[config.mk]
export PLATFORM = sky130hd
export DESIGN_NAME = tlc_ctl
export DESIGN_NICKNAME = d
export VERILOG_FILES = /design/src/common/tlc_pkg.sv /design/src/verilog/tlc_ctl.sv
export SDC_FILE = /design/constraint.sdc
export NUM_CORES = 1
export LEC_CHECK = 0
export ABC_AREA = 0
export BUFFER_PORTS_ARGS = -buffer_cell sky130_fd_sc_hd__clkbuf_2
export CAP_MARGIN = 10
export CORE_ASPECT_RATIO = 0.5
export CORE_MARGIN = 2
export CORE_UTILIZATION = 24
export DETAILED_ROUTE_END_ITERATION = 7
export SYNTH_ARGS = -nofsm -noshare
export SYNTH_HDL_FRONTEND = slang
export SYNTH_SLANG_ARGS = --single-unit
export TNS_END_PERCENT = 30
[constraint.sdc]
create_clock -name pclk -period 1.4 [get_ports pclk]
set_input_delay 0.07 -clock pclk [delete_from_list [all_inputs] [get_ports pclk]]
set_output_delay 0.07 -clock pclk [all_outputs]
set_load 0.02 [all_outputs]
[src/common/tlc_pkg.sv]
package tlc_pkg;

  // ----------------------------------------------------------------------
  // Register map (byte addresses, one 32-bit word each)
  // ----------------------------------------------------------------------
  localparam logic [7:0] OFS_CTRL   = 8'h00;
  localparam logic [7:0] OFS_STATUS = 8'h04;

  // Control register bit positions.
  localparam int CTRL_EN_BIT  = 0;
  localparam int CTRL_OVR_BIT = 1;
  localparam int CTRL_WFX_BIT = 2;
  localparam int CTRL_W       = 3;
  localparam logic [CTRL_W-1:0] CTRL_RST = 3'h0;

  // Status register bit positions.
  localparam int ST_LOW_BIT  = 0;
  localparam int ST_PAUS_BIT = 1;
  localparam int ST_OVF_BIT  = 2;
  localparam int ST_REC_BIT  = 3;
  localparam int ST_TA_BIT   = 4;
  localparam int ST_DBG_BIT  = 5;
  localparam int ST_VIEW_BIT = 6;

  // ----------------------------------------------------------------------
  // Trace elements emitted on the element port
  // ----------------------------------------------------------------------
  localparam int NUM_KIND = 7;
  localparam logic [2:0] KIND_NONE = 3'h0;
  localparam int K_DBG_EXC = 0;
  localparam int K_TRON    = 1;
  localparam int K_RST_EXC = 2;
  localparam int K_ATOM    = 3;
  localparam int K_COMMIT  = 4;
  localparam int K_OVF     = 5;
  localparam int K_EXC_OCC = 6;

  // ----------------------------------------------------------------------
  // State machines
  // ----------------------------------------------------------------------
  typedef enum logic [1:0] {
    LP_RUN   = 2'b00,
    LP_PAUSE = 2'b01,
    LP_DRAIN = 2'b10,
    LP_LOW   = 2'b11
  } tlc_lp_t;

  typedef enum logic [1:0] {
    OV_OK    = 2'b00,
    OV_HALT  = 2'b01,
    OV_RECOV = 2'b10
  } tlc_ovf_t;

endpackage : tlc_pkg

[src/verilog/tlc_ctl.sv]
// The APB slave port and the placing of the registers were decided locally.
`timescale 1ns/1ps

module tlc_ctl #(
  parameter int EXT_W = 4
) (
  input  wire logic              pclk,
  input  wire logic              presetn,
  input  wire logic [7:0]        paddr,
  input  wire logic              psel,
  input  wire logic              penable,
  input  wire logic              pwrite,
  input  wire logic [31:0]       pwdata,
  output logic      [31:0]       prdata,
  output logic                   pready,
  output logic                   pslverr,
  input  wire logic              retention,
  input  wire logic              pe_wfx_sleep,
  input  wire logic              pe_debug,
  input  wire logic              pe_reset,
  input  wire logic              trace_allowed,
  input  wire logic              forced_reset_trace,
  input  wire logic              view_req,
  input  wire logic              res_paused,
  input  wire logic [EXT_W-1:0]  ext_evt,
  input  wire logic              wfx_atom_pending,
  input  wire logic              commit_pending,
  input  wire logic              exc_occ,
  input  wire logic              first_instr,
  input  wire logic              buf_overflow,
  input  wire logic              buf_recovered,
  input  wire logic              pkt_boundary,
  input  wire logic              sync_in_req,
  input  wire logic              sync_done,
  output logic                   pause_req,
  output logic [EXT_W-1:0]       ext_out,
  output logic                   instr_trace_en,
  output logic                   pkt_gate,
  output logic                   pkt_restrict,
  output logic                   sync_req,
  output logic                   elem_valid,
  output logic [2:0]             elem_kind,
  output logic                   lp_active
);

  // ----------------------------------------------------------------------
  // State
  // ----------------------------------------------------------------------
  typedef struct packed {
    tlc_pkg::tlc_lp_t                lp_st;
    tlc_pkg::tlc_ovf_t               ov_st;
    logic [tlc_pkg::CTRL_W-1:0]      ctrl;
    logic                            ta;
    logic                            dbg_q;
    logic                            view_q;
    logic                            post_dbg;
    logic [tlc_pkg::NUM_KIND-1:0]    pend;
    logic                            sync_pend;
    logic                            sync_req;
    logic                            pause_req;
    logic [EXT_W-1:0]                ext_out;
    logic                            instr_en;
    logic                            pkt_gate;
    logic                            restrict_q;
    logic                            elem_valid;
    logic [2:0]                      elem_kind;
    logic                            pready;
    logic [31:0]                     prdata;
    logic                            pslverr;
    logic                            lp_q;
  } tlc_state_t;

  tlc_state_t st_ff;
  tlc_state_t nxt_st;

  logic lp_cond;
  logic view_live;
  logic acc_setup;
  logic acc_done;
  logic dbg_rise;
  logic dbg_fall;
  logic dbg_rst;
  logic emit_ok;
  logic hold_back;

  // ----------------------------------------------------------------------
  // Next-state logic
  // ----------------------------------------------------------------------
  // All decisions are made here so the whole block is one registered copy.
  always_comb
  begin
    nxt_st = st_ff;
    nxt_st.elem_valid = 1'b0;
    nxt_st.elem_kind  = tlc_pkg::KIND_NONE;
    nxt_st.sync_req   = 1'b0;
    nxt_st.pready     = 1'b0;

    // One element per cycle, lowest index first; none while low-power.
    // This runs before the event logic, so an event that lands in the cycle
    // its element leaves queues it again instead of being lost.
    // An arriving overflow and the whole overflow window hold back every element but the overflow one,
    // which keeps every other emitted element outside the window that pkt_restrict shows.
    hold_back = st_ff.restrict_q | buf_overflow;
    emit_ok   = (st_ff.lp_st != tlc_pkg::LP_LOW);
    for (int k = 0; k < tlc_pkg::NUM_KIND; k++)
    begin
      if (emit_ok && st_ff.pend[k] && (!hold_back || k == tlc_pkg::K_OVF))
      begin
        emit_ok = 1'b0;
        nxt_st.elem_valid = 1'b1;
        nxt_st.elem_kind  = 3'(k + 1);
        nxt_st.pend[k]    = 1'b0;
      end
    end

    // Low-power is only legal while sleeping on a wait, in Debug or disabled.
    lp_cond = pe_wfx_sleep | pe_debug | ~st_ff.ctrl[tlc_pkg::CTRL_EN_BIT];

    // Bus: the answer comes one cycle into the access phase.
    acc_setup = psel & penable & ~st_ff.pready;
    acc_done  = psel & penable & st_ff.pready;
    if (acc_setup)
    begin
      nxt_st.pready  = 1'b1;
      nxt_st.prdata  = 32'h0;
      nxt_st.pslverr = 1'b0;
      if (retention)
      begin
        nxt_st.pslverr = 1'b1;
      end
      else if (paddr == tlc_pkg::OFS_CTRL)
      begin
        nxt_st.prdata[tlc_pkg::CTRL_W-1:0] = st_ff.ctrl;
      end
      else if (paddr == tlc_pkg::OFS_STATUS)
      begin
        nxt_st.prdata[tlc_pkg::ST_LOW_BIT]  = (st_ff.lp_st == tlc_pkg::LP_LOW);
        nxt_st.prdata[tlc_pkg::ST_PAUS_BIT] = st_ff.pause_req;
        nxt_st.prdata[tlc_pkg::ST_OVF_BIT]  = (st_ff.ov_st == tlc_pkg::OV_HALT);
        nxt_st.prdata[tlc_pkg::ST_REC_BIT]  = (st_ff.ov_st == tlc_pkg::OV_RECOV);
        nxt_st.prdata[tlc_pkg::ST_TA_BIT]   = st_ff.ta;
        nxt_st.prdata[tlc_pkg::ST_DBG_BIT]  = st_ff.dbg_q;
        nxt_st.prdata[tlc_pkg::ST_VIEW_BIT] = st_ff.view_q;
      end
      else
      begin
        nxt_st.pslverr = 1'b1;
      end
    end
    // Writes land at the completing edge; retention drops them and answers with pslverr.
    if (acc_done && pwrite && !retention && paddr == tlc_pkg::OFS_CTRL)
    begin
      nxt_st.ctrl = pwdata[tlc_pkg::CTRL_W-1:0];
    end

    // Debug tracking; a processing element reset counts as leaving Debug.
    dbg_rise = pe_debug & ~pe_reset & ~st_ff.dbg_q;
    dbg_rst  = st_ff.dbg_q & pe_reset;
    dbg_fall = st_ff.dbg_q & ~pe_debug & ~pe_reset;
    nxt_st.dbg_q = pe_debug & ~pe_reset;

    // View is forced off in Debug, on overflow and in low-power.
    view_live = view_req & ~pe_debug & st_ff.ctrl[tlc_pkg::CTRL_EN_BIT]
              & (st_ff.ov_st == tlc_pkg::OV_OK)
              & (st_ff.lp_st != tlc_pkg::LP_LOW);
    nxt_st.view_q = view_live;
    nxt_st.instr_en = view_live;

    if (dbg_rise)
    begin
      nxt_st.ta = st_ff.view_q;
      if (st_ff.view_q)
      begin
        nxt_st.pend[tlc_pkg::K_DBG_EXC] = 1'b1;
      end
    end
    if (dbg_fall && view_req)
    begin
      nxt_st.pend[tlc_pkg::K_TRON] = 1'b1;
    end
    if (dbg_fall)
    begin
      nxt_st.post_dbg = 1'b1;
    end
    else if (first_instr || dbg_rst)
    begin
      nxt_st.post_dbg = 1'b0;
    end
    if (dbg_rst && trace_allowed && (st_ff.ta || forced_reset_trace))
    begin
      nxt_st.pend[tlc_pkg::K_TRON]    = 1'b1;
      nxt_st.pend[tlc_pkg::K_RST_EXC] = 1'b1;
    end
    if (exc_occ && st_ff.post_dbg && st_ff.ta)
    begin
      nxt_st.pend[tlc_pkg::K_EXC_OCC] = 1'b1;
    end

    // Low-power sequence: pause resources, drain elements, then go quiet.
    case (st_ff.lp_st)
      tlc_pkg::LP_RUN:
      begin
        if (lp_cond && !st_ff.ctrl[tlc_pkg::CTRL_OVR_BIT])
        begin
          nxt_st.lp_st     = tlc_pkg::LP_PAUSE;
          nxt_st.pause_req = 1'b1;
        end
      end
      tlc_pkg::LP_PAUSE:
      begin
        if (!lp_cond || st_ff.ctrl[tlc_pkg::CTRL_OVR_BIT])
        begin
          nxt_st.lp_st     = tlc_pkg::LP_RUN;
          nxt_st.pause_req = 1'b0;
        end
        else if (res_paused)
        begin
          nxt_st.lp_st = tlc_pkg::LP_DRAIN;
          if (st_ff.ctrl[tlc_pkg::CTRL_WFX_BIT] && pe_wfx_sleep && wfx_atom_pending)
          begin
            nxt_st.pend[tlc_pkg::K_ATOM] = 1'b1;
          end
          if (commit_pending)
          begin
            nxt_st.pend[tlc_pkg::K_COMMIT] = 1'b1;
          end
        end
      end
      tlc_pkg::LP_DRAIN:
      begin
        // Entry waits for the elements and the last packet to finish.
        if (st_ff.pend == '0 && !st_ff.pkt_gate)
        begin
          nxt_st.lp_st = tlc_pkg::LP_LOW;
        end
      end
      tlc_pkg::LP_LOW:
      begin
        if (!lp_cond || st_ff.ctrl[tlc_pkg::CTRL_OVR_BIT])
        begin
          nxt_st.lp_st     = tlc_pkg::LP_RUN;
          nxt_st.pause_req = 1'b0;
        end
      end
      default:
      begin
        nxt_st.lp_st = tlc_pkg::LP_RUN;
      end
    endcase
    // Resources stay paused through drain and low-power.
    nxt_st.ext_out = (nxt_st.lp_st == tlc_pkg::LP_LOW) ? '0 : ext_evt;
    nxt_st.lp_q    = (nxt_st.lp_st == tlc_pkg::LP_LOW);

    // Overflow recovery.
    case (st_ff.ov_st)
      tlc_pkg::OV_OK:
      begin
        if (buf_overflow)
        begin
          nxt_st.ov_st = tlc_pkg::OV_HALT;
          nxt_st.pend[tlc_pkg::K_OVF] = 1'b1;
        end
      end
      tlc_pkg::OV_HALT:
      begin
        if (buf_recovered && !st_ff.pend[tlc_pkg::K_OVF])
        begin
          nxt_st.ov_st     = tlc_pkg::OV_RECOV;
          nxt_st.sync_pend = 1'b1;
        end
      end
      tlc_pkg::OV_RECOV:
      begin
        if (sync_done && !st_ff.sync_pend)
        begin
          nxt_st.ov_st = tlc_pkg::OV_OK;
        end
      end
      default:
      begin
        nxt_st.ov_st = tlc_pkg::OV_OK;
      end
    endcase
    nxt_st.restrict_q = (nxt_st.ov_st != tlc_pkg::OV_OK);

    // Packet gate only moves between packets so nothing leaves cut short.
    // It stays shut from the overflow until synchronization has completed.
    if (pkt_boundary)
    begin
      nxt_st.pkt_gate = (st_ff.lp_st == tlc_pkg::LP_RUN)
                      && (st_ff.ov_st == tlc_pkg::OV_OK);
    end

    // Synchronization requests are held while quiet; a new request wins.
    if (sync_in_req)
    begin
      nxt_st.sync_pend = 1'b1;
    end
    else if (st_ff.sync_pend && st_ff.lp_st != tlc_pkg::LP_LOW)
    begin
      nxt_st.sync_pend = 1'b0;
      nxt_st.sync_req  = 1'b1;
    end
  end

  // ----------------------------------------------------------------------
  // State register
  // ----------------------------------------------------------------------
  // Every field resets to a constant; no port value is captured here.
  always_ff @(posedge pclk or negedge presetn)
  begin
    if (!presetn)
    begin
      st_ff <= '{lp_st: tlc_pkg::LP_RUN, ov_st: tlc_pkg::OV_OK, ctrl: tlc_pkg::CTRL_RST,
                 elem_kind: tlc_pkg::KIND_NONE, prdata: 32'h0, ext_out: '0, pend: '0,
                 default: 1'b0};
    end
    else
    begin
      st_ff <= nxt_st;
    end
  end

  // Outputs come straight from the state register.
  assign prdata         = st_ff.prdata;
  assign pready         = st_ff.pready;
  assign pslverr        = st_ff.pslverr;
  assign pause_req      = st_ff.pause_req;
  assign ext_out        = st_ff.ext_out;
  assign instr_trace_en = st_ff.instr_en;
  assign pkt_gate       = st_ff.pkt_gate;
  assign pkt_restrict   = st_ff.restrict_q;
  assign sync_req       = st_ff.sync_req;
  assign elem_valid     = st_ff.elem_valid;
  assign elem_kind      = st_ff.elem_kind;
  assign lp_active      = st_ff.lp_q;
endmodule : tlc_ctl

# Yosys cells after proc, flatten, opt, wreduce, memory -nomap -nowiden
# Cells that the tools add are included.
[word_totals]
ff_bits = 41
in_bits = 66
output_inout_bits = 48
elab_cells = 168
[op_classes]
reduce_logical = 54
n_eq_ne = 10
n_bitwise = 20
muxes = 61
[op_table]
columns = ["op", "count"]
rows = [
  ["4-bit 2-to-1 mux", 9],
  ["34-bit 2-to-1 mux", 1],
  ["1-bit 2-to-1 mux", 32],
  ["1-bit logical AND", 29],
  ["2-bit 2-to-1 mux", 13],
  ["7-bit 2-to-1 mux", 2],
  ["1-bit bitwise AND", 12],
  ["2-bit nonzero test", 5],
  ["3-bit nonzero test", 3],
  ["2-bit equality test (second input constant)", 4],
  ["8-bit by 3-bit equality test with 1-bit output (second input constant)", 1],
  ["8-bit zero test", 1],
  ["2-bit case mux with 4 select lines", 1],
  ["1-bit zero test", 7],
  ["7-bit zero test", 1],
  ["2-bit case mux with 3 select lines", 1],
  ["1-bit NOT", 5],
  ["2-bit by 1-bit equality test with 1-bit output (second input constant)", 2],
  ["2-bit zero test", 2],
  ["2-bit != test (second input constant)", 2],
  ["1-bit logical OR", 3],
  ["3-bit 2-to-1 mux", 1],
  ["1-bit OR", 3],
  ["3-bit AND reduction", 1],
  ["4 further kinds", 4],
]

# Longest topological paths before layout
[logic_depth]
ltp_word = 22
mapped_depth = 6
depth_no_buf = 5

# Least setup slack after synthesis
# OpenSTA, ideal clock, no wires.
[synth_timing]
path_kind = "reg2reg"
startpoint = "register st_ff[50] (netlist bit)"
endpoint = "register st_ff[54] (netlist bit)"
stages_incl_launch_ff = 5
required_time_ns = 1.279
synth_period_minus_slack_ns = 1.428
setup_time_ns = 0.121
t_arrival_ns = 1.307
n_path_buf = 0
slack_ns = -0.028
path_cell_list = "dfrtp_1 > or3_1 > o31ai_1 > nand2_1 > a22o_1"
[synth_rtl]
columns = ["element", "line", "text"]
rows = [
  ["start: declaration", "tlc_ctl.sv:73", "tlc_state_t st_ff;"],
  ["start signal: assignment", "tlc_ctl.sv:314", "st_ff <= '{lp_st: tlc_pkg::LP_RUN, ov_st: tlc_pkg::OV_OK, ctrl: tlc_pkg::CTRL_RST,"],
  ["start signal: assignment", "tlc_ctl.sv:320", "st_ff <= nxt_st;"],
]

==> qor.log <==
qor: status.outcome finished with violations
qor: status.violations negative setup slack
qor: placed_design.place.gp.congestion 0.749
qor: floorplanning.core_region_area 0.00812 mm²
qor: floorplanning.die_area 0.00929 mm²
qor: clocking.ctsHtreeMaxLevel 2
qor: yosys.yosysUniqueCellTypes 40
qor: yosys.netlist.area_leader.share 50.3%
qor: global_route.vias_in_the_first_global_route 1,564
qor: critical_path.critPathCaptureType flip-flop
qor: timing.timing_max_transition_violations_final 0
qor: global_route.grt_use_total 9.83%
qor: yosys.netlist_top_cells_area dfrtp_1, buf_4, o21ai_0, nand2_1, mux2_4
qor: timing.clock-skew-final 0.00380 ns
qor: placed_design.number_of_input_and_output_port_buffers_inserted 59
qor: yosys.syn-cell-area 0.00204 mm²
qor: critical_path.crit_path_start_kind flip-flop
qor: floorplanning.design.portCount 114
qor: yosys.synthMostInstantiatedCell dfrtp_1
qor: power_and_ir_drop.ir_worst_vdd 0.609 mV
qor: worst_hold_path.hold_start pe_reset
qor: yosys.synth_enable_flop_cells 0
qor: critical_path.critical_path.max_fanout 4
qor: critical_path.crit_path_start st_ff[49]$_DFF_PN0_
qor: clocking.tritoncts_clock_tree done
qor: route.drt_iter0_drc 58
qor: cells_and_area.drive_above_1_share 36.8%
qor: yosys.number_of_synthesized_register_bits 41
qor: route.totalWireLength 4.41 mm
qor: timing.period_utilisation_layout 101%
qor: placed_design.dp_hpwl 3.43 mm
qor: placed_design.numPlacedInstances 372
qor: critical_path.setup.worst_path.end st_ff[54]$_DFF_PN0_
qor: yosys.async_sr_flop_fraction 100%
qor: power_and_ir_drop.p_total 3.96 mW
qor: timing.setup_repair_after_global_routing_missed_its_margin true
qor: yosys.synth_top_cells_by_count dfrtp_1, buf_4, nand2_1
qor: critical_path.reg2reg_to st_ff[54]$_DFF_PN0_
qor: critical_path.worst_case_reg_to_reg_path_depth 4
qor: route.detail_route.vias_per_cell 4.03
qor: route.drt-pass1-iter-count 4
qor: power_and_ir_drop.power_density 1500 mW/mm²
qor: critical_path.arrival_time_at_the_worst_endpoint 1.58 ns
qor: yosys.ys.warnings.count 0
qor: cells_and_area.antennaDiodeCount 0
qor: critical_path.timing.critical_path.required 1.56 ns
qor: clocking.clk_pin_slew_worst_paths 0.06 ns
qor: clocking.cts_max_path_buffers 2
qor: critical_path.critPathKind reg -> reg
qor: floorplanning.floorplan.die.width 134 µm
qor: critical_path.ff2ff_setup_slack -0.02 ns
qor: cells_and_area.post_layout_nonfiller_instances 384
qor: global_route.grt_antenna_before_repair 0
qor: cells_and_area.finish.net_count 338
qor: yosys.synth_cells 199
qor: power_and_ir_drop.p_leak 1.32 nW
qor: floorplanning.core.rowCount 23
qor: timing.hold_viol 0
qor: clocking.clock_network_latency_to_the_later_pin_of_the_worst_skew_pair 0.27 ns
qor: worst_hold_path.hold_class in -> reg
qor: global_route.grt_overflow_total 0
qor: yosys.post_synth.cell_area_avg 10.2 µm²
qor: cells_and_area.areaGrowthSynthToFinish 29.7%
qor: yosys.postSynth.topFlopCell dfrtp_1
qor: route.drc_errors 0
qor: route.detail-route-antenna-nets 0
qor: floorplanning.chipHeight 69.2 µm
qor: floorplanning.floorplan.initialDensity 25.1%
qor: clocking.cts_root_buf clkbuf_16
qor: timing.fmaxAchievable 0.705 GHz
qor: yosys.netlist.top_cell.by_area dfrtp_1
qor: route.drt-wirelength-per-cell 11.5 µm
qor: timing.fin_hold_ws 0.00896 ns
qor: global_route.maximum_number_of_pins_on_one_net_before_global_route_repair 28
qor: global_route.grt_first_pass_wirelength 7.28 mm
qor: clocking.cts.sinks 41
qor: clocking.numCtsBuffers 5
qor: timing.setup_total_negative_slack -0.0176 ns
qor: route.route.vias.total 1,548
qor: run.maxCapViolations 0
qor: timing.timing.final.crit_period 1.42 ns
qor: critical_path.r2r_start st_ff[49]$_DFF_PN0_
qor: timing.setup_violators_final 1
qor: timing.postLayoutSetupSlackWorst -0.0176 ns
qor: yosys.yosysSeqAreaShare 50.3%
-- cell usage in the layout (no fill, tap or decap), drive strengths merged, types with 2 or more instances in the layout --
cell type,instances
conb,25
a22o,2
nor3,5
o21bai,2
nand4,2
nand3,2
clkbuf,66
a21oi,5
nor3b,3
and2,7
o21ai,15
o31ai,2
mux2,3
nor2b,4
dfrtp,41
buf,19
or3,2
nand2,18
or2,3
mux2i,3
nor4,4
nor2,6
inv,9
nand2b,5
dlygate4sd3,4
-- what timing repair did --
item | CTS | global route
pin swaps | 1 | 1
setup endpoints to repair | 2 | 10
gates resized for setup | 2 | 5
hold endpoints to repair | 17 | 0
setup buffers | 1 | 0
hold buffers | 4 | 0
-- how the worst min path moves through the flow --
stage | to | slack, ns | depth (start not counted)
2_1_floorplan | elem_kind[0]$_DFF_PN0_ | -0.23 | 0
3_3_place_gp | st_ff[61]$_DFFE_PN0P_ | 0.01 | 1
3_5_place_dp | prdata[1]$_DFFE_PN0P_ | 0.02 | 1
4_1_cts | ext_out[1]$_DFF_PN0_ | 0.0009 | 2
5_1_grt | st_ff[58]$_DFF_PN0_ | 0.02 | 2
6_report | st_ff[58]$_DFF_PN0_ | 0.009 | 2
-- power by group --
| group | switching, mW | internal [mW] |
|---|---|---|
| registers | 0.199 | 1.42 |
| clock network | 0.412 | 0.699 |
| logic | 0.662 | 0.568 |
| total | 1.27 | 2.68 |
-- state kept, by name (all words and copies together) (netlist names) --
register and cells:
instr_trace_en 1, st_ff 18, pkt_restrict 1, pause_req 1, elem_kind 3, pslverr 1, sync_req 1, elem_valid 1
pready 1, ext_out 4, prdata 7, pkt_gate 1, lp_active 1
-- critical path, stage by stage (launching register included) --
cell and delay [ns]:
dfrtp_1 0.41, or3_4 0.40, o31ai_4 0.18, nand2_2 0.09, a22o_1 0.23
-- final cells by class --
class                           instances  area (µm²)
Fill cell                             864        5470
Sequential cell                        41        1030
Multi-Input combinational cell        133         811
Timing Repair Buffer                   82         490
Clock buffer                            7         143
Tap cell                              112         140
Inverter                                9        33.8
-- kinds of logic (layout without fill, tap and decap cells) --
kind of cell           after synthesis  in the layout  synth area share [%]
other                                1             25                 0.184
AND/OR/NAND/NOR                     66             66                  18.4
AO/OA/AOI/OAI                       36             36                  11.2
buffers and inverters               49             98                  16.2
flip-flops                          41             41                  50.3
multiplexers                         6              6                  3.68
-- routing by layer --
layer | track usage (%) | wire length, µm
met5 | 0 | 0
met4 | 3.98 | 71
met3 | 2.13 | 138
met2 | 17.5 | 2230
met1 | 11.5 | 1970
-- per-stage QoR --
step	utilization, %	setup WS, ns	cell area, µm²
4_1_cts	32.3	-0.0384	2620
3_3_place_gp	29.8	-0.113	2420
3_5_place_dp	29.8	-0.123	2420
2_1_floorplan	-	-0.0146	2130
5_1_grt	32.6	-0.0660	2640
6_report	32.6	-0.0176	2640
No activity file was read; power rests on OpenSTA's default activity.
